File: config.mk
export PLATFORM = sky130hd
export DESIGN_NAME = ssw_switch
export DESIGN_NICKNAME = d
export VERILOG_FILES = /design/src/verilog/ssw_pkg.sv /design/src/verilog/ssw_switch.sv /design/src/verilog/ssw_sync.sv /design/src/verilog/ssw_fifo.sv
export SDC_FILE = /design/constraint.sdc
export NUM_CORES = 1
export LEC_CHECK = 0
export BUFFER_PORTS_ARGS = -buffer_cell sky130_fd_sc_hd__buf_2
export CAP_MARGIN = 0
export CORE_MARGIN = 2
export CORE_UTILIZATION = 45
export CTS_CLUSTER_DIAMETER = 80
export DETAILED_ROUTE_END_ITERATION = 12
export GPL_TIMING_DRIVEN = 0
export PLACE_DENSITY_LB_ADDON = 0.12
export SLEW_MARGIN = 30
export SYNTH_ARGS = -nofsm -noshare
export SYNTH_HDL_FRONTEND = slang
export SYNTH_HIERARCHICAL = 1
export SYNTH_SLANG_ARGS = --single-unit
File: constraint.sdc
create_clock -name clk_sys -period 2.9 [get_ports clk_sys]
set_clock_uncertainty 0.2 [all_clocks]
set_input_delay 0.29 -clock clk_sys [delete_from_list [all_inputs] [get_ports clk_sys]]
set_output_delay 0.29 -clock clk_sys [all_outputs]
set_load 0.01 [all_outputs]
File: src/verilog/ssw_pkg.sv
`default_nettype none
// ==========================================================================
// shared constants and types of the serial port switch
package ssw_pkg;

  // ========================================================================
  // widths and depths
  localparam int SSW_DATA_W      = 8;
  localparam int SSW_FIFO_DEPTH  = 8;
  localparam int SSW_SYNC_STAGES = 2;
  localparam int SSW_ADDR_W      = 4;
  localparam int SSW_REG_W       = 32;

  // ========================================================================
  // register offsets (byte addresses)
  localparam logic [SSW_ADDR_W-1:0] SSW_ADDR_CTRL    = 4'h0;
  localparam logic [SSW_ADDR_W-1:0] SSW_ADDR_STATUS  = 4'h4;
  localparam logic [SSW_ADDR_W-1:0] SSW_ADDR_JUMPERS = 4'h8;

  // ========================================================================
  // control register fields and reset values
  localparam int   SSW_CTRL_PATH_EN_BIT = 0;
  localparam logic SSW_CTRL_PATH_EN_RST = 1'h1;
  localparam logic SSW_SEL_B_RST        = 1'h0;   // port a after reset

  // ========================================================================
  // static jumper options, fitted = 1
  typedef struct packed {
    logic port_status_output;   // terminal shows port in auto mode
    logic revert_on_idle;       // fall back when session ends
    logic revert_target_b;      // fall back to port b, else port a
    logic sync_data_block;      // mute port a during sync data
    logic hs_power;             // handshake power allowed at all
    logic hs_power_hold;        // handshake power on if allowed and not isolated
    logic hs_power_sync;        // sync enable also powers handshake
    logic role_dte;             // port a acts as dte, else dce
    logic isolated;             // port a optically isolated
  } ssw_jumper_s;

  // ========================================================================
  // live control pins from the datalogger and terminals
  typedef struct packed {
    logic modem_enable;         // session in progress
    logic sync_device_enable;   // synchronous data running
    logic manual_mode;          // manual mode terminal
    logic port_select;          // manual choice, high = port b
    logic req_a;                // activity request on port a
    logic req_b;                // activity request on port b
  } ssw_ctl_s;

  // ========================================================================
  // selection state
  typedef enum logic [1:0] {
    SSW_ST_IDLE,
    SSW_ST_SESSION,
    SSW_ST_MANUAL
  } ssw_state_e;

endpackage
`default_nettype wire

File: src/verilog/ssw_switch.sv
`default_nettype none
// ==========================================================================
// serial port switch control: port choice, status pin, handshake power
module ssw_switch (
  // clock and reset
  input  wire logic                          clk_sys,
  input  wire logic                          rst,
  // static jumper pins
  input  wire ssw_pkg::ssw_jumper_s          jumper_pin,
  // live control pins
  input  wire ssw_pkg::ssw_ctl_s             ctl_pin,
  // port select terminal, two-way
  output logic                               port_sel_out,
  output logic                               port_sel_oe,
  // port routing and port a supply
  output logic                               port_a_connect,
  output logic                               port_b_connect,
  output logic                               hs_power_en,
  output logic                               port_a_dte,
  // logger data stream in
  input  wire logic                          logger_valid,
  input  wire logic [ssw_pkg::SSW_DATA_W-1:0] logger_data,
  output logic                               logger_ready,
  // port a data out
  output logic                               port_a_valid,
  output logic      [ssw_pkg::SSW_DATA_W-1:0] port_a_data,
  input  wire logic                          port_a_ready,
  // port b data out
  output logic                               port_b_valid,
  output logic      [ssw_pkg::SSW_DATA_W-1:0] port_b_data,
  input  wire logic                          port_b_ready,
  // register port
  input  wire logic [ssw_pkg::SSW_ADDR_W-1:0] reg_addr,
  input  wire logic [ssw_pkg::SSW_REG_W-1:0]  reg_wdata,
  input  wire logic                          reg_wr,
  input  wire logic                          reg_rd,
  output logic      [ssw_pkg::SSW_REG_W-1:0]  reg_rdata
);
  import ssw_pkg::*;

  localparam int JW = $bits(ssw_jumper_s);
  localparam int CTW = $bits(ssw_ctl_s);
  localparam int LW = $clog2(SSW_FIFO_DEPTH+1);

  // ========================================================================
  // pin synchronisation
  ssw_jumper_s           jmp;
  ssw_ctl_s              ctl;
  logic [JW+CTW-1:0]     pins_s;

  ssw_sync #(
    .WIDTH (JW+CTW)
  ) u_sync (
    .clk_sys (clk_sys),
    .rst     (rst),
    .d_in    ({jumper_pin, ctl_pin}),
    .d_out   (pins_s)
  );

  // split the synchronised bundle back into its groups
  assign jmp = ssw_jumper_s'(pins_s[JW+CTW-1:CTW]);
  assign ctl = ssw_ctl_s'(pins_s[CTW-1:0]);

  // ========================================================================
  // port selection
  ssw_state_e state;
  ssw_state_e next_state;
  logic       sel_b;
  logic       next_sel_b;
  logic       revert_sel_b;
  logic       auto_sel_b;

  // fallback choice when a session ends
  assign revert_sel_b = jmp.revert_on_idle ? jmp.revert_target_b
                                           : sel_b;
  // idle choice follows activity, port a first
  assign auto_sel_b   = ctl.req_a ? 1'b0 : (ctl.req_b ? 1'b1 : sel_b);

  // next state: manual wins, then session held by modem enable
  always_comb begin
    case (state)
      SSW_ST_IDLE,
      SSW_ST_SESSION,
      SSW_ST_MANUAL: begin
        if (ctl.manual_mode) begin
          next_state = SSW_ST_MANUAL;
        end else if (ctl.modem_enable) begin
          next_state = SSW_ST_SESSION;
        end else begin
          next_state = SSW_ST_IDLE;
        end
      end
      default: next_state = SSW_ST_IDLE;
    endcase
  end

  // next port; one bit, so one port is always connected
  always_comb begin
    case (state)
      SSW_ST_SESSION: begin
        if (ctl.manual_mode) begin
          next_sel_b = ctl.port_select;
        end else if (ctl.modem_enable) begin
          next_sel_b = sel_b;
        end else begin
          next_sel_b = revert_sel_b;
        end
      end
      SSW_ST_IDLE,
      SSW_ST_MANUAL: begin
        if (ctl.manual_mode) begin
          next_sel_b = ctl.port_select;
        end else if (ctl.modem_enable) begin
          next_sel_b = sel_b;
        end else begin
          next_sel_b = auto_sel_b;
        end
      end
      default: next_sel_b = sel_b;
    endcase
  end

  // selection registers and one-hot connect outputs
  always_ff @(posedge clk_sys) begin
    if (rst) begin
      state          <= SSW_ST_IDLE;
      sel_b          <= SSW_SEL_B_RST;
      port_b_connect <= SSW_SEL_B_RST;
      port_a_connect <= ~SSW_SEL_B_RST;
    end else begin
      state          <= next_state;
      sel_b          <= next_sel_b;
      port_b_connect <= next_sel_b;
      port_a_connect <= ~next_sel_b;
    end
  end

  // ========================================================================
  // status terminal, handshake power and port a role
  logic next_sel_oe;
  logic next_power;
  logic power_want;

  // drive only in auto mode with the status jumper fitted
  assign next_sel_oe = jmp.port_status_output & ~ctl.manual_mode;
  // wanted power: hold, modem enable, or sync enable if allowed
  assign power_want  = jmp.hs_power_hold | ctl.modem_enable
                     | (jmp.hs_power_sync & ctl.sync_device_enable);
  // master enable and isolation gate everything
  assign next_power  = power_want & jmp.hs_power & ~jmp.isolated;

  // registered pin outputs
  always_ff @(posedge clk_sys) begin
    if (rst) begin
      port_sel_oe  <= 1'b0;
      port_sel_out <= 1'b0;
      hs_power_en  <= 1'b0;
      port_a_dte   <= 1'b0;
    end else begin
      port_sel_oe  <= next_sel_oe;
      port_sel_out <= next_sel_b;
      hs_power_en  <= next_power;
      port_a_dte   <= jmp.role_dte;
    end
  end

  // ========================================================================
  // data path: fifo, then an output stage toward the chosen port
  logic                  path_en;
  logic                  fifo_valid;
  logic [SSW_DATA_W-1:0] fifo_data;
  logic [LW-1:0]         fifo_level;
  logic                  stage_free;
  logic                  pop;
  logic                  drop;
  logic                  load;
  logic [7:0]            drop_cnt;

  ssw_fifo #(
    .WIDTH (SSW_DATA_W),
    .DEPTH (SSW_FIFO_DEPTH)
  ) u_fifo (
    .clk_sys   (clk_sys),
    .rst       (rst),
    .in_valid  (logger_valid),
    .in_data   (logger_data),
    .in_ready  (logger_ready),
    .out_valid (fifo_valid),
    .out_data  (fifo_data),
    .out_ready (stage_free & path_en),
    .level     (fifo_level)
  );

  // stage empties when empty or its word is taken
  assign stage_free = (~port_a_valid & ~port_b_valid)
                    | (port_a_valid & port_a_ready)
                    | (port_b_valid & port_b_ready);
  assign pop  = fifo_valid & stage_free & path_en;
  // words for port a vanish while sync data is blocked
  assign drop = ~sel_b & jmp.sync_data_block
              & ctl.sync_device_enable;
  assign load = pop & ~drop;

  // output stage toward the selected port
  always_ff @(posedge clk_sys) begin
    if (rst) begin
      port_a_valid <= 1'b0;
      port_b_valid <= 1'b0;
      port_a_data  <= '0;
      port_b_data  <= '0;
    end else begin
      if (stage_free) begin
        port_a_valid <= load & ~sel_b;
        port_b_valid <= load & sel_b;
      end
      if (load & ~sel_b) begin
        port_a_data <= fifo_data;
      end
      if (load & sel_b) begin
        port_b_data <= fifo_data;
      end
    end
  end

  // ========================================================================
  // register port
  logic [SSW_REG_W-1:0] ctrl_word;
  logic [SSW_REG_W-1:0] status_word;
  logic [SSW_REG_W-1:0] rd_mux;
  logic                 ctrl_hit;

  assign ctrl_hit    = reg_wr & (reg_addr == SSW_ADDR_CTRL);
  assign ctrl_word   = {31'h00000000, path_en};
  assign status_word = {8'h00, drop_cnt, 4'h0, LW'(fifo_level), 3'h0,
                        port_sel_oe, hs_power_en,
                        (state == SSW_ST_SESSION),
                        (state == SSW_ST_MANUAL), sel_b};
  assign rd_mux = (reg_addr == SSW_ADDR_CTRL)    ? ctrl_word   :
                  (reg_addr == SSW_ADDR_STATUS)  ? status_word :
                  (reg_addr == SSW_ADDR_JUMPERS) ? {23'h000000, jmp} :
                                                   32'h00000000;

  // control write, drop counter, read data for one cycle
  always_ff @(posedge clk_sys) begin
    if (rst) begin
      path_en   <= SSW_CTRL_PATH_EN_RST;
      drop_cnt  <= 8'h00;
      reg_rdata <= '0;
    end else begin
      if (ctrl_hit) begin
        path_en <= reg_wdata[SSW_CTRL_PATH_EN_BIT];
      end
      if (pop & drop) begin
        drop_cnt <= drop_cnt + 8'h01;
      end
      reg_rdata <= reg_rd ? rd_mux : '0;
    end
  end

  // ========================================================================
  // checks
  property p_one_port;
    @(posedge clk_sys) disable iff (rst)
    port_a_connect != port_b_connect;
  endproperty
  a_one_port: assert property (p_one_port)
    else $error("both or neither port connected");

  property p_status_drive;
    @(posedge clk_sys) disable iff (rst)
    (jmp.port_status_output && !ctl.manual_mode) |=>
      port_sel_oe && (port_sel_out == port_b_connect);
  endproperty
  a_status_drive: assert property (p_status_drive)
    else $error("status terminal not showing selected port");

  property p_status_release;
    @(posedge clk_sys) disable iff (rst)
    (!jmp.port_status_output || ctl.manual_mode) |=> !port_sel_oe;
  endproperty
  a_status_release: assert property (p_status_release)
    else $error("status terminal driven when it must be an input");

  property p_revert;
    @(posedge clk_sys) disable iff (rst)
    (state == SSW_ST_SESSION && !ctl.modem_enable && !ctl.manual_mode
     && jmp.revert_on_idle)
      |=> port_b_connect == $past(jmp.revert_target_b);
  endproperty
  a_revert: assert property (p_revert)
    else $error("no fallback to target port after session");

  property p_keep_last;
    @(posedge clk_sys) disable iff (rst)
    (state == SSW_ST_SESSION && !ctl.modem_enable && !ctl.manual_mode
     && !jmp.revert_on_idle) |=> $stable(port_b_connect);
  endproperty
  a_keep_last: assert property (p_keep_last)
    else $error("port changed at session end without revert");

  property p_block_a;
    @(posedge clk_sys) disable iff (rst)
    (pop && drop) |=> !$rose(port_a_valid)
      && drop_cnt == $past(drop_cnt) + 8'h01;
  endproperty
  a_block_a: assert property (p_block_a)
    else $error("blocked sync data reached port a");

  property p_power_hold;
    @(posedge clk_sys) disable iff (rst)
    (jmp.hs_power_hold && jmp.hs_power && !jmp.isolated) |=> hs_power_en;
  endproperty
  a_power_hold: assert property (p_power_hold)
    else $error("held handshake power dropped");

  property p_power_off;
    @(posedge clk_sys) disable iff (rst)
    (!jmp.hs_power_hold && !ctl.modem_enable
     && !(jmp.hs_power_sync && ctl.sync_device_enable)) |=> !hs_power_en;
  endproperty
  a_power_off: assert property (p_power_off)
    else $error("handshake power on without a cause");

  property p_power_gate;
    @(posedge clk_sys) disable iff (rst)
    (!jmp.hs_power || jmp.isolated) |=> !hs_power_en;
  endproperty
  a_power_gate: assert property (p_power_gate)
    else $error("handshake power on while disabled or isolated");

  property p_role;
    @(posedge clk_sys) disable iff (rst)
    !$past(rst) |-> port_a_dte == $past(jmp.role_dte);
  endproperty
  a_role: assert property (p_role)
    else $error("port a role does not follow its jumper");

  property p_session_hold;
    @(posedge clk_sys) disable iff (rst)
    (state == SSW_ST_SESSION && ctl.modem_enable && !ctl.manual_mode)
      |=> $stable(port_b_connect);
  endproperty
  a_session_hold: assert property (p_session_hold)
    else $error("port switched during a session");

  property p_manual;
    @(posedge clk_sys) disable iff (rst)
    ctl.manual_mode |=> port_b_connect == $past(ctl.port_select);
  endproperty
  a_manual: assert property (p_manual)
    else $error("manual choice not followed");

  property p_pin_sync;
    @(posedge clk_sys) disable iff (rst)
    (!$past(rst) && !$past(rst, 2)) |->
      pins_s == $past({jumper_pin, ctl_pin}, 2);
  endproperty
  a_pin_sync: assert property (p_pin_sync)
    else $error("pins not delayed by two flip-flops");

endmodule
`default_nettype wire

File: src/verilog/ssw_sync.sv
`default_nettype none
// ==========================================================================
// two flip-flop synchroniser for a bundle of pin levels
module ssw_sync #(
  parameter int WIDTH  = 1
) (
  // clock and reset
  input  wire logic             clk_sys,
  input  wire logic             rst,
  // pin side and synchronised side
  input  wire logic [WIDTH-1:0] d_in,
  output logic      [WIDTH-1:0] d_out
);
  import ssw_pkg::*;

  logic [WIDTH-1:0] meta;

  // first stage feeds only the second stage
  always_ff @(posedge clk_sys) begin
    if (rst) begin
      meta  <= '0;
      d_out <= '0;
    end else begin
      meta  <= d_in;
      d_out <= meta;
    end
  end
endmodule
`default_nettype wire

File: src/verilog/ssw_fifo.sv
`default_nettype none
// ==========================================================================
// small synchronous fifo with valid/ready on both sides
module ssw_fifo #(
  parameter int WIDTH = 8,
  parameter int DEPTH = 8
) (
  // clock and reset
  input  wire logic                       clk_sys,
  input  wire logic                       rst,
  // fill side
  input  wire logic                       in_valid,
  input  wire logic [WIDTH-1:0]           in_data,
  output logic                            in_ready,
  // drain side
  output logic                            out_valid,
  output logic      [WIDTH-1:0]           out_data,
  input  wire logic                       out_ready,
  // fill level
  output logic      [$clog2(DEPTH+1)-1:0] level
);
  import ssw_pkg::*;

  localparam int AW = (DEPTH > 1) ? $clog2(DEPTH) : 1;
  localparam int CW = $clog2(DEPTH+1);
  localparam logic [AW-1:0] LAST = AW'(DEPTH-1);
  localparam logic [CW-1:0] FULL = CW'(DEPTH);

  logic [WIDTH-1:0] mem [DEPTH];
  logic [AW-1:0]    wr_ptr;
  logic [AW-1:0]    rd_ptr;
  logic [CW-1:0]    count;
  logic [CW-1:0]    next_count;
  logic             push;
  logic             pop;

  // handshakes and occupancy
  assign push       = in_valid & in_ready;
  assign pop        = out_valid & out_ready;
  assign next_count = count + CW'(push) - CW'(pop);
  assign out_valid  = (count != '0);
  assign out_data   = mem[rd_ptr];
  assign level      = count;

  // storage, no reset needed
  always_ff @(posedge clk_sys) begin
    if (push) begin
      mem[wr_ptr] <= in_data;
    end
  end

  // pointers, count and registered ready
  always_ff @(posedge clk_sys) begin
    if (rst) begin
      wr_ptr   <= '0;
      rd_ptr   <= '0;
      count    <= '0;
      in_ready <= 1'b1;
    end else begin
      if (push) begin
        wr_ptr <= (wr_ptr == LAST) ? '0 : wr_ptr + AW'(1);
      end
      if (pop) begin
        rd_ptr <= (rd_ptr == LAST) ? '0 : rd_ptr + AW'(1);
      end
      count    <= next_count;
      in_ready <= (next_count != FULL);
    end
  end
endmodule
`default_nettype wire

* After elaboration in Yosys (flattened, before gate mapping)
Memory sizes are Yosys's and may differ from the RTL's. A register that Yosys moved wholly into a read port is not among the register bits.
Cells that the tools add are included.
** Operators by class
- $add $sub $neg :: 5
- Equal/unequal tests :: 7
- Mux-type cells :: 19
- Bitwise operators :: 33
- Reductions and logical operators :: 11
** Operators with widths (count)
- two-way mux 24 bit :: 1
- bitwise AND 1 bit :: 19
- two-way mux 3 bit :: 4
- two-way mux 1 bit :: 11
- inverter 1 bit :: 10
- two-way mux 9 bit :: 1
- OR reduction 3 bit :: 3
- adder 8 x 1 -> 8 bit, second input constant :: 1
- adder 3 x 1 -> 3 bit, second input constant :: 2
- == test 3 bit, second input constant :: 2
- OR reduction 2 bit :: 3
- OR reduction 5 bit :: 1
- adder 4 x 1 -> 4 bit :: 1
- == test 4 x 3 -> 1 bit, second input constant :: 1
- == test 4 bit, second input constant :: 1
- zero test 4 bit :: 1
- != test 4 bit, second input constant :: 1
- bitwise OR 1 bit :: 4
- nonzero test 4 bit :: 1
- OR reduction 4 bit :: 1
- subtractor 4 x 1 -> 4 bit :: 1
- == test 2 x 1 -> 1 bit, second input constant :: 1
- == test 2 bit, second input constant :: 1
- zero test 2 bit :: 1
- other kinds (2) :: 2
** Word-level totals
- Register bits :: 107
- RAM bits :: 64
- Input port bits :: 66
- Output and inout bits :: 57
- Logic and storage cells :: 99
- Memories kept :: 1
** Memory list
- u_fifo.mem :: words 8, bits a word 8, read ports 1, clocked after Yosys merged registers in 1, wr ports 1, line ssw_fifo.sv:29 : logic [WIDTH-1:0] mem [DEPTH];

* Logic depth before layout (Yosys ltp)
Gate-level depths: netlist of the first run.
- Word-level depth :: 8
- Mapped depth :: 11
- Depth with buffers taken out :: 11

* Cells and area by module
The synthesis of the first run kept the hierarchy.
** Modules (own cells, without submodules)
- ssw_fifo :: times used 1, cells an instance 175, area each 3178.0 sq um, sequential area each 2202.1 sq um
- ssw_switch :: times used 1, cells an instance 230, area each 2199.6 sq um, sequential area each 1081.0 sq um
- ssw_sync :: times used 1, cells an instance 63, area each 882.1 sq um, sequential area each 600.6 sq um

* Worst setup path before layout of the first run
Ideal clock, no wire load.
- Path type :: reg2reg
- Start :: reg port_b_valid
- End :: reg u_fifo.in_ready
- Setup time :: 0.126 ns
- Data arrival time :: 2.291 ns
- Required time :: 2.574 ns
- Slack :: 0.283 ns
- Stages on the path, launching flop included :: 12
- Buffers on the path :: 0
- Clock period less this slack :: 2.617 ns
- Path through :: dfxtp_1 or2_4 a21boi_0 inv_1 nor2_1 xnor2_1 ha_1 inv_1 fa_1 xnor2_1 nor3b_1 o21ai_0
** Between the ends
- Longest elaborated chain between the ends :: 8
- Elaborated cells on any way between the ends :: 9
- Classes of those cells :: 1 x add/sub; 1 x eq/ne; 7 x bitwise
** RTL lines
- start: declaration :: line ssw_switch.sv:29 : output logic port_b_valid,
- start signal: assignment :: line ssw_switch.sv:214 : port_b_valid <= load & sel_b;
- inverter 1 bit :: line ssw_switch.sv:195 : assign stage_free = (~port_a_valid & ~port_b_valid)
- bitwise AND 1 bit :: line ssw_switch.sv:195
- bitwise OR 1 bit :: line ssw_switch.sv:196 : | (port_a_valid & port_a_ready)
- bitwise OR 1 bit * :: line ssw_switch.sv:197 : | (port_b_valid & port_b_ready);
- bitwise AND 1 bit * :: line ssw_switch.sv:190 : .out_ready (stage_free & path_en),
- bitwise AND 1 bit * :: line ssw_fifo.sv:39 : assign pop = out_valid & out_ready;
- subtractor 4 x 1 -> 4 bit * :: line ssw_fifo.sv:40 : assign next_count = count + CW'(push) - CW'(pop);
- != test 4 bit * :: line ssw_fifo.sv:67 : in_ready <= (next_count != FULL);
- end signal: assignment :: line ssw_fifo.sv:67
- end: declaration :: line ssw_fifo.sv:14 : output logic in_ready,
Mark *: on every way between the ends. The rest lies on a longest branch, timed or not.
A chain may end at the register's enable or synchronous reset.

* Final worst setup path of the first run
Same ends and word-level chain as after synthesis.

==> results of run 1 <==
-- repair_timing --
action / in CTS / in global routing
endpoints found under the hold margin: 83 / 0
endpoints found under the setup margin: 2 / 1
resized for setup: 2 / 4
hold buffers: 27 / 0
setup buffers: 0 / 3
pin swaps: 0 / 2
-- registers in the layout, summed over array words and instances (netlist names), 4 cells and up, named ones only --
name / cells
drop_cnt: 8
port_a_data: 8
port_b_data: 8
reg_rdata: 20
u_fifo/level: 4
u_fifo/mem: 64
u_sync/d_out: 15
u_sync/meta: 15
-- critical path, cell delays in order, from the launching register on --
cell      delay (ns)
dfxtp_2         0.35
or2_4           0.30
a21boi_4        0.23
inv_1           0.11
nor2_1          0.14
xnor2_1         0.13
ha_1            0.19
inv_1           0.05
fa_1            0.38
xnor2_1         0.16
nor3b_1         0.21
o21ai_0         0.14
-- synthesized netlist by cell type, drive strengths merged (2+ instances only) --
cell | number | share of area (%)
and3 | 20 | 2.0
mux4 | 16 | 6.7
nand4 | 3 | 0.30
edfxtp | 64 | 31
a21bo | 7 | 1.1
dfxtp | 98 | 31
nand2 | 15 | 0.90
nand2b | 4 | 0.40
nor2b | 37 | 4.7
xnor2 | 4 | 0.56
o21ai | 9 | 0.72
nor2 | 32 | 1.9
mux2i | 10 | 1.6
a22oi | 4 | 0.56
a21boi | 2 | 0.42
nand3 | 14 | 1.1
a32oi | 2 | 0.28
clkbuf | 8 | 0.48
buf | 22 | 2.9
or3 | 3 | 0.30
nor3 | 4 | 0.32
and2 | 3 | 0.30
mux2 | 10 | 1.8
inv | 16 | 0.96
a211oi | 2 | 0.24
ha | 9 | 1.8
nor3b | 2 | 0.24
o221ai | 2 | 0.28
or2 | 2 | 0.24
and3b | 2 | 0.28
a21oi | 27 | 2.3
-- path summary, 6_finish.rpt --
path,from,end,cells after the start
setup / recovery,port_b_valid,u_fifo/in_ready,11
hold / removal,reg_addr[2],reg_rdata[0],4
hold reg to reg,u_sync/meta[11],u_sync/d_out[11],1
setup reg to reg,port_b_valid,u_fifo/in_ready,11
-- cells by family (layout without fill, tap and decap cells) --
logic type                 Yosys count  after routing  synth area share, %
DFF                                162            162                 62.0
and+or+nand+nor                    146            146                 13.6
AOI/OAI and AO/OA                   63             63                 7.20
buffers and inverters               46            188                 4.38
muxes                               36             36                 10.1
adders and majority gates           10             10                 2.12
xor gates and xnor gates             4              4                0.560
other                                1             12               0.0599
-- through the flow --
step / total power [mW] / cells / instance area (µm²)
5_1_grt: 6.60 / 801 / 7830
6_report: 6.29 / 801 / 7830
3_5_place_dp: 4.15 / 739 / 6950
4_1_cts: 6.30 / 798 / 7800
3_3_place_gp: 4.11 / 738 / 6920
2_1_floorplan: 3.74 / 479 / 6300
-- layout make-up --
type                    count  area (µm²)  area share (%)
flip-flops and latches    162        3890            49.6
repair buffers            110         693            8.85
plain buffers              30         214            2.73
well taps                 180         225            2.87
inverters                  16        60.1           0.767
clock inverters             8        45.0           0.575
multi-input cells         271        2190            27.9
clock buffers              24         524            6.69
-- layer usage --
| metal | vias to the layer above | routed length, µm | GRT usage [%] |
|---|---|---|---|
| li1 | 1961 | - | - |
| met4 | 0 | 240 | 8.19 |
| met3 | 22 | 658 | 3.98 |
| met2 | 86 | 5690 | 26.9 |
| met5 | - | 0 | 0 |
| met1 | 1883 | 5850 | 23.7 |
-- power breakdown --
part	total [mW]	leakage, nW	switching [mW]	internal, mW
Clock	2.11	0.287	0.856	1.26
Combinational	1.46	1.51	0.745	0.720
Sequential	2.71	1.38	0.118	2.59
Total	6.29	3.18	1.72	4.57
==> out/metrics.cfg, run 1 <==
[clock_tree]
tritoncts = yes
clk_latency_ns = 0.42
cts_sinks = 162
numCtsBuffers = 17
cts-root-buf = clkbuf_16
cts_max_path_buffers = 2
cts_max_level = 4
clk_pin_slew_worst_paths_ns = 0.06

[sta]
max_freq_mhz = 366
hold_violations = 0
slew_violations = 0
hold_ws_ns = 0.0232
slew_headroom_pct = 36.8
setup_viol = 0
tightestPinTransition_ns = 0.944
fin_ws_ns = 0.166
layout_min_cycle_time_ns = 2.73
fin_setup_tns_ns = 0
fin_crit_sh_pct = 94.3

[die]
initial_core_util_pct = 45.6
die_x_um = 122
die-area_mm2 = 0.0149
pin_count = 123
rows = 43
die_y_um = 122
core_mm2 = 0.0137

[critical_path]
crit_path_start_kind = flip-flop
critical_path_class = reg -> reg
regToRegSetupSlack_ns = 0.17
crit_fanout = 7
cp-end-kind = flip-flop
cp.required_ns = 2.99
cp_data_arrival_time_ns = 2.82

[placed_design]
dp_slack_ns = -0.262
dp_hpwl_mm = 8.58
routabilityCongestion = 0.781
portBuffers = 79

[final_layout]
final_common_cell = dfxtp_1
antenna_cells = 0
fill_cells = 1142
mostFrequentLayoutCells = 96 x dfxtp_1, 82 x buf_2, 64 x edfxtp_1
nets = 684
layout-drive-gt1-share_pct = 30.8
fin_util_pct = 57.1
area_delta_synth_final_pct = 25.1

[synth]
syn_area_per_cell_um2 = 13.4
yosys_warnings = 6
syn-cell-area_mm2 = 0.00626
syn_inst = 468
synth_edf_count = 64
ys.flop_type = dfxtp_1
seq_area_frac_synth_pct = 62.0
ys_seq_elements = 162
synth_cell_type_count = 56
synthArstFlopShare_pct = 0

[run]
drv_cap = 0

[hold_path]
hp-class = in -> reg

[detailed_routing]
num_vias = 3952
avgViaCountPerCell = 4.93
wl_mm = 12.4
drc_errors = 0
antenna_left = 0
drt_iter0_markers = 262
first_pass_iters = 4
wire_per_inst_um = 15.5

[global_routing]
grt_pass1_vias = 3767
gr-usage-all-layers_pct = 17.5
grt-ovfl-total = 0
grt_max_degree = 17
antenna_found_initial = 0
grt_pass1_wl_mm = 19.2

[power]
irDropWorstVdd_uv = 403
p_leak_nw = 3.18
powerDensity_mw_per_mm2 = 802

[run_status]
outcome = finished clean

No activity file was read; power rests on OpenSTA's default activity.
==> run 2: changes to the inputs <==
- CORE_MARGIN: 2 -> 1
- clock period: 2.9 -> 2.8 ns (I/O delays scaled with it)
==> run 2 against run 1 <==
Design area increased by 1.0%; hold slack improved by 0.0011 ns; global-route usage increased by 0.95 points; core utilization increased by 2.0 points; die area decreased by 3.3%; clock power increased by 13%.
==> out/metrics.cfg, run 2 (synthesis gave the netlist of run 1 again) <==
[clock_tree]
cts-root-buf = clkbuf_16  ; unchanged
tritoncts = yes  ; unchanged
cts_sinks = 162  ; unchanged
numCtsBuffers = 17  ; unchanged
cts_max_level = 4  ; unchanged
cts_max_path_buffers = 2  ; unchanged
clk_latency_ns = 0.42  ; about the same
clk_pin_slew_worst_paths_ns = 0.06  ; about the same

[die]
pin_count = 123  ; unchanged
core_mm2 = 0.0134  ; was 0.0137 mm²
die_x_um = 120  ; was 122 µm
die-area_mm2 = 0.0144  ; was 0.0149 mm²
rows = 42  ; was 43
die_y_um = 120  ; was 122 µm
initial_core_util_pct = 46.7  ; was 45.6%

[detailed_routing]
drc_errors = 0  ; unchanged
first_pass_iters = 4  ; unchanged
drt_iter0_markers = 225  ; was 262
antenna_left = 0  ; unchanged
num_vias = 3983  ; was 3952
avgViaCountPerCell = 4.99  ; was 4.93
wl_mm = 12.6  ; was 12.4 mm
wire_per_inst_um = 15.8  ; was 15.5 µm

[critical_path]
worstSetupPathDepth = 11  ; unchanged
cp_data_arrival_time_ns = 2.73  ; was 2.82 ns
cp.required_ns = 2.89  ; was 2.99 ns
path_buf_inv = 2  ; unchanged
crit_path_cell_trace = or2_4 > a21boi_4 > inv_2 > nor2_2 > xnor2_1 > ha_2 > inv_1 > fa_1 > xnor2_1 > nor3b_1 > o21ai_0  ; was or2_4 > a21boi_4 > inv_1 > nor2_1 > xnor2_1 > ha_1 > inv_1 > fa_1 > xnor2_1 > nor3b_1 > o21ai_0
regToRegSetupSlack_ns = 0.17  ; about the same
crit_fanout = 7  ; unchanged
crit_top_cell = xnor2_1
cp-end-kind = flip-flop  ; unchanged
critical_path_class = reg -> reg  ; unchanged
crit_path_max_incr_delay_ns = 0.37  ; was 0.38 ns
cp_top_family = simple AND/OR/NAND/NOR gates  ; unchanged
crit_path_start_kind = flip-flop  ; unchanged
slowest_stage = fa_1  ; unchanged
r2r_cells = 11  ; unchanged

[sta]
fin_crit_sh_pct = 94.1  ; was 94.3%
setup_viol = 0  ; unchanged
fin_ws_ns = 0.166  ; about the same
tightestPinTransition_ns = 0.968  ; was 0.944 ns
layout_min_cycle_time_ns = 2.63  ; was 2.73 ns
max_freq_mhz = 380  ; was 366 MHz
slew_violations = 0  ; unchanged
rsz0062_at_grt = no
slew_headroom_pct = 35.3  ; was 36.8%
hold_ws_ns = 0.0243  ; was 0.0232 ns
hold_violations = 0  ; unchanged

[global_routing]
use_met1_pct = 24.4  ; was 23.7%
grt_use_met2_pct = 29.0  ; was 26.9%
grt_pass1_wl_mm = 19.8  ; was 19.2 mm
grt-ovfl-total = 0  ; unchanged
gr-usage-all-layers_pct = 18.5  ; was 17.5%
busiest_layer = met2  ; unchanged
grt_pass1_vias = 3891  ; was 3767
grtUsageMet3_pct = 4.80  ; was 3.98%
grt_max_degree = 17  ; unchanged
antenna_found_initial = 0  ; unchanged

[final_layout]
final_common_cell = dfxtp_1  ; unchanged
nets = 685  ; was 684
largest_reg_flops = 64  ; unchanged
regMostFlops = u_fifo/mem  ; unchanged
area_delta_synth_final_pct = 26.4  ; was 25.1%
layout-drive-gt1-share_pct = 31.4  ; was 30.8%
fill_cells = 1090  ; was 1142
mostFrequentLayoutCells = 96 x dfxtp_1, 82 x buf_2, 64 x edfxtp_1  ; unchanged
antenna_cells = 0  ; unchanged
reg.largest.list = u_fifo/mem (64), reg_rdata (20)  ; unchanged
fin_util_pct = 59.1  ; was 57.1%

[hold_path]
hold_path_depth = 4  ; unchanged
hp-class = in -> reg  ; unchanged

[power]
powerDensity_mw_per_mm2 = 845  ; was 802 mW/mm²
switching_share_pct = 26.7  ; was 27.3%
p_int_mw = 4.90  ; was 4.57 mW
switching_power_mw = 1.79  ; was 1.72 mW
seqPwrFrac_pct = 42.0  ; was 43.1%
comb_power_share_pct = 22.4  ; was 23.3%
power.total_mw = 6.69  ; was 6.29 mW
clkPwrFrac_pct = 35.6  ; was 33.6%
irDropWorstVdd_uv = 454  ; was 403 µV
p_leak_nw = 3.22  ; was 3.18 nW

[placed_design]
routabilityCongestion = 0.858  ; was 0.781
portBuffers = 79  ; unchanged
dp_hpwl_mm = 8.68  ; was 8.58 mm
dp_slack_ns = -0.299  ; was -0.262 ns

[run_status]
outcome = finished clean  ; unchanged

[run]
drv_cap = 0  ; unchanged

## run 2: cell count changes in the layout (fill, tap and decap cells not counted), moves of 2 or more
cell	before	now
clkbuf_8	3	6
clkinv_2	5	0
clkbuf_1	10	8
inv_6	0	2
clkinv_4	0	3
dlygate4sd3_1	27	29
## run 2: layout make-up
type	instances	area [µm²]	area share, %
tap	176	220	2.78
sequential	162	3890	49.1
inverter	16	60.1	0.759
multi-input combinational	271	2190	27.7
clock inverter	7	80.1	1.01
buffer	30	214	2.70
timing repair buffer	111	706	8.92
clock buffer	25	558	7.05
## run 2: metal layers
layer  vias to the layer above  wire [µm]
met5                         -          0
li1                       1967          -
met4                         0        177
met1                      1887       5740
met2                       115       6030
met3                        14        657
## run 2: worst paths after layout
path / start / end
setup / recovery: port_b_valid / u_fifo/in_ready
hold / removal: port_b_ready / port_b_valid
setup reg to reg: port_b_valid / u_fifo/in_ready
hold reg to reg: u_sync/meta[13] / u_sync/d_out[13]
## run 2: timing repair
item | CTS | global route
setup endpoints to repair | 3 | 1
pin swaps | 0 | 2
hold endpoints to repair | 84 | 0
buffers inserted | 0 | 1
resized for setup | 4 | 5
hold buffers | 29 | 0
## run 2: power groups by stage
stage               clock network (mW)  registers (mW)  logic, mW
finish                            2.38            2.81       1.50
global route                      2.52            2.83       1.66
detailed placement                   0            2.86       1.45
global placement                     0            2.85       1.41
floorplan                            0            2.86       1.02
CTS                               2.43            2.81       1.49
## run 2: tightest hold or removal path, cell delays in order
cell and delay [ns]:
buf_2 0.13, inv_1 0.05, a31oi_1 0.07, nor2_1 0.07
## run 2: metrics by stage
step | instance area, µm² | instances | setup TNS, ns
finish | 7920 | 798 | 0
global placement | 6920 | 734 | -0.232
floorplan | 6300 | 479 | 0
detailed placement | 6960 | 736 | -0.394
global route | 7920 | 798 | 0
CTS | 7890 | 797 | 0
==> run 3: changes to the inputs <==
- RECOVER_POWER: default -> 50
==> run 3 against run 2 <==
Critical path depth unchanged; setup slack worse by 0.0070 ns; sequential power about the same; first-iteration DRC count up 8.0%; combinational power about the same; design area down 0.98%; die area unchanged; critical path type unchanged; largest power group unchanged.
==> out/metrics.cfg, run 3 (synthesis gave the netlist of run 1 again) <==
[run_status]
outcome = finished clean  ; unchanged

[critical_path]
crit_path_start_kind = flip-flop  ; unchanged
crit_path_max_incr_delay_ns = 0.37  ; about the same
critical_path_class = reg -> reg  ; unchanged
reg2reg_to = u_fifo/in_ready  ; unchanged
crit_path_cell_trace = or2_4 > a21boi_4 > inv_2 > nor2_2 > xnor2_1 > ha_2 > inv_1 > fa_1 > xnor2_1 > nor3b_1 > o21ai_0  ; unchanged
path_buf_inv = 2  ; unchanged
r2r_cells = 11  ; unchanged
worstSetupPathDepth = 11  ; unchanged
crit_top_cell = xnor2_1  ; unchanged
cp-end-kind = flip-flop  ; unchanged
cp_data_arrival_time_ns = 2.73  ; about the same
slowest_stage = fa_1  ; unchanged
regToRegSetupSlack_ns = 0.16  ; was 0.17 ns
cp.required_ns = 2.89  ; about the same
crit_fanout = 7  ; unchanged
regToRegStartpoint = port_b_valid  ; unchanged
cp_top_family = simple AND/OR/NAND/NOR gates  ; unchanged

[final_layout]
layout-drive-gt1-share_pct = 23.8  ; was 31.4%
mostFrequentLayoutCells = 96 x dfxtp_1, 64 x edfxtp_1, 55 x clkbuf_1  ; was 96 x dfxtp_1, 82 x buf_2, 64 x edfxtp_1
nets = 685  ; unchanged
fin_util_pct = 58.5  ; was 59.1%
largest_reg_flops = 64  ; unchanged
multi_input_area_mm2 = 0.00219  ; unchanged
fill_cells = 1123  ; was 1090
final_common_cell = dfxtp_1  ; unchanged
reg.largest.list = u_fifo/mem (64), reg_rdata (20)  ; unchanged
antenna_cells = 0  ; unchanged
regMostFlops = u_fifo/mem  ; unchanged
finalNonFillerCells = 798  ; unchanged
area_delta_synth_final_pct = 25.2  ; was 26.4%
seqCellArea_mm2 = 0.00389  ; unchanged

[sta]
tightestPinTransition_ns = 0.971  ; was 0.968 ns
rsz0062_at_grt = no  ; unchanged
fin_ws_ns = 0.159  ; was 0.166 ns
max_freq_mhz = 379  ; was 380 MHz
slew_headroom_pct = 35.1  ; was 35.3%
slew_violations = 0  ; unchanged
setup_viol = 0  ; unchanged
hold_violations = 0  ; unchanged
fin_crit_sh_pct = 94.3  ; was 94.1%
layout_min_cycle_time_ns = 2.64  ; was 2.63 ns
fin_setup_tns_ns = 0  ; unchanged

[die]
die_y_um = 120  ; unchanged
rows = 42  ; unchanged
pin_count = 123  ; unchanged
core_mm2 = 0.0134  ; unchanged
die_x_um = 120  ; unchanged
initial_core_util_pct = 46.7  ; unchanged
die-area_mm2 = 0.0144  ; unchanged

[run]
drv_cap = 0  ; unchanged

[placed_design]
dp_slack_ns = -0.299  ; unchanged
dp.cells = 736  ; unchanged
portBuffers = 79  ; unchanged
routabilityCongestion = 0.858  ; unchanged
dp_hpwl_mm = 8.68  ; unchanged

[global_routing]
grt_use_met2_pct = 29.0  ; unchanged
grtUsageMet3_pct = 4.80  ; unchanged
gr-usage-all-layers_pct = 18.5  ; unchanged
use_met1_pct = 24.4  ; unchanged
grt_max_degree = 17  ; unchanged
antenna_found_initial = 0  ; unchanged
busiest_layer = met2  ; unchanged
grt_pass1_wl_mm = 19.8  ; unchanged
grt-ovfl-total = 0  ; unchanged
grt_pass1_vias = 3891  ; unchanged

[hold_path]
hold_path_depth = 4  ; unchanged
hp-class = in -> reg  ; unchanged
min_to = port_b_valid  ; unchanged
hp-start = port_b_ready  ; unchanged

[detailed_routing]
drc_errors = 0  ; unchanged
wire_per_inst_um = 15.8  ; about the same
first_pass_iters = 4  ; unchanged
antenna_left = 0  ; unchanged
wl_mm = 12.6  ; about the same
num_vias = 3998  ; was 3983
avgViaCountPerCell = 5.01  ; was 4.99
drt_iter0_markers = 243  ; was 225

[power]
powerDensity_mw_per_mm2 = 852  ; was 845 mW/mm²
power.total_mw = 6.68  ; was 6.69 mW
p_leak_nw = 3.03  ; was 3.22 nW
irDropWorstVdd_uv = 452  ; was 454 µV

[clock_tree]
cts_sinks = 162  ; unchanged
cts-root-buf = clkbuf_16  ; unchanged
numCtsBuffers = 17  ; unchanged
cts_max_path_buffers = 2  ; unchanged
clk_latency_ns = 0.42  ; about the same
clk_pin_slew_worst_paths_ns = 0.06  ; about the same
tritoncts = yes  ; unchanged
cts_max_level = 4  ; unchanged

run 3: changes by cell type in the layout (fill, tap and decap cells not counted), sizes merged:
cell / change
buf: -47
clkbuf: +47
run 3: layout make-up:
| type | count | share of cell area (%) |
|---|---|---|
| Buffer | 30 | 2.44 |
| Clock buffer | 25 | 7.12 |
| Clock inverter | 7 | 1.02 |
| Inverter | 16 | 0.766 |
| Multi-Input combinational cell | 271 | 28.0 |
| Sequential cell | 162 | 49.6 |
| Tap cell | 176 | 2.81 |
| Timing Repair Buffer | 111 | 8.30 |
run 3: routing by layer:
layer / vias to the layer above / routed length (µm)
met5: - / 0
met4: 0 / 199
met3: 17 / 521
met2: 102 / 6000
met1: 1908 / 5930
li1: 1971 / -
run 3: repair_timing:
| action | in CTS | in global routing |
|---|---|---|
| endpoints found under the hold margin | 84 | 0 |
| gates resized for setup | 4 | 5 |
| hold buffers | 29 | 0 |
| setup endpoints to repair | 3 | 1 |
| setup buffers | 0 | 1 |
| pin swaps | 0 | 2 |
run 3: worst reg2reg max path, stage by stage (launching register included):
cell	delay, ns
dfxtp_2	0.36
or2_4	0.30
a21boi_4	0.22
inv_2	0.09
nor2_2	0.13
xnor2_1	0.13
ha_2	0.21
inv_1	0.05
fa_1	0.37
xnor2_1	0.14
nor3b_1	0.21
o21ai_0	0.11
run 3: through the flow:
stage                     hold WS (ns)  cell area [µm²]
after detailed placement         0.225             6960
after floorplan                  0.152             6300
after global routing            0.0372             7840
after global placement           0.225             6920
final                           0.0269             7840
after CTS                      0.00656             7890
run 3: where the power goes:
part / switching [mW] / internal [mW] / total, mW
sequential: 0.130 / 2.68 / 2.81
combinational: 0.761 / 0.718 / 1.48
clock: 0.902 / 1.49 / 2.39
run 3: worst max path at each step:
stage,from,endpoint
after global routing,port_b_valid,u_fifo/in_ready
after CTS,port_b_valid,u_fifo/in_ready
after global placement,port_a_valid,u_fifo/in_ready
after floorplan,port_b_valid,u_fifo/in_ready
after detailed placement,port_a_valid,u_fifo/in_ready
final,port_b_valid,u_fifo/in_ready
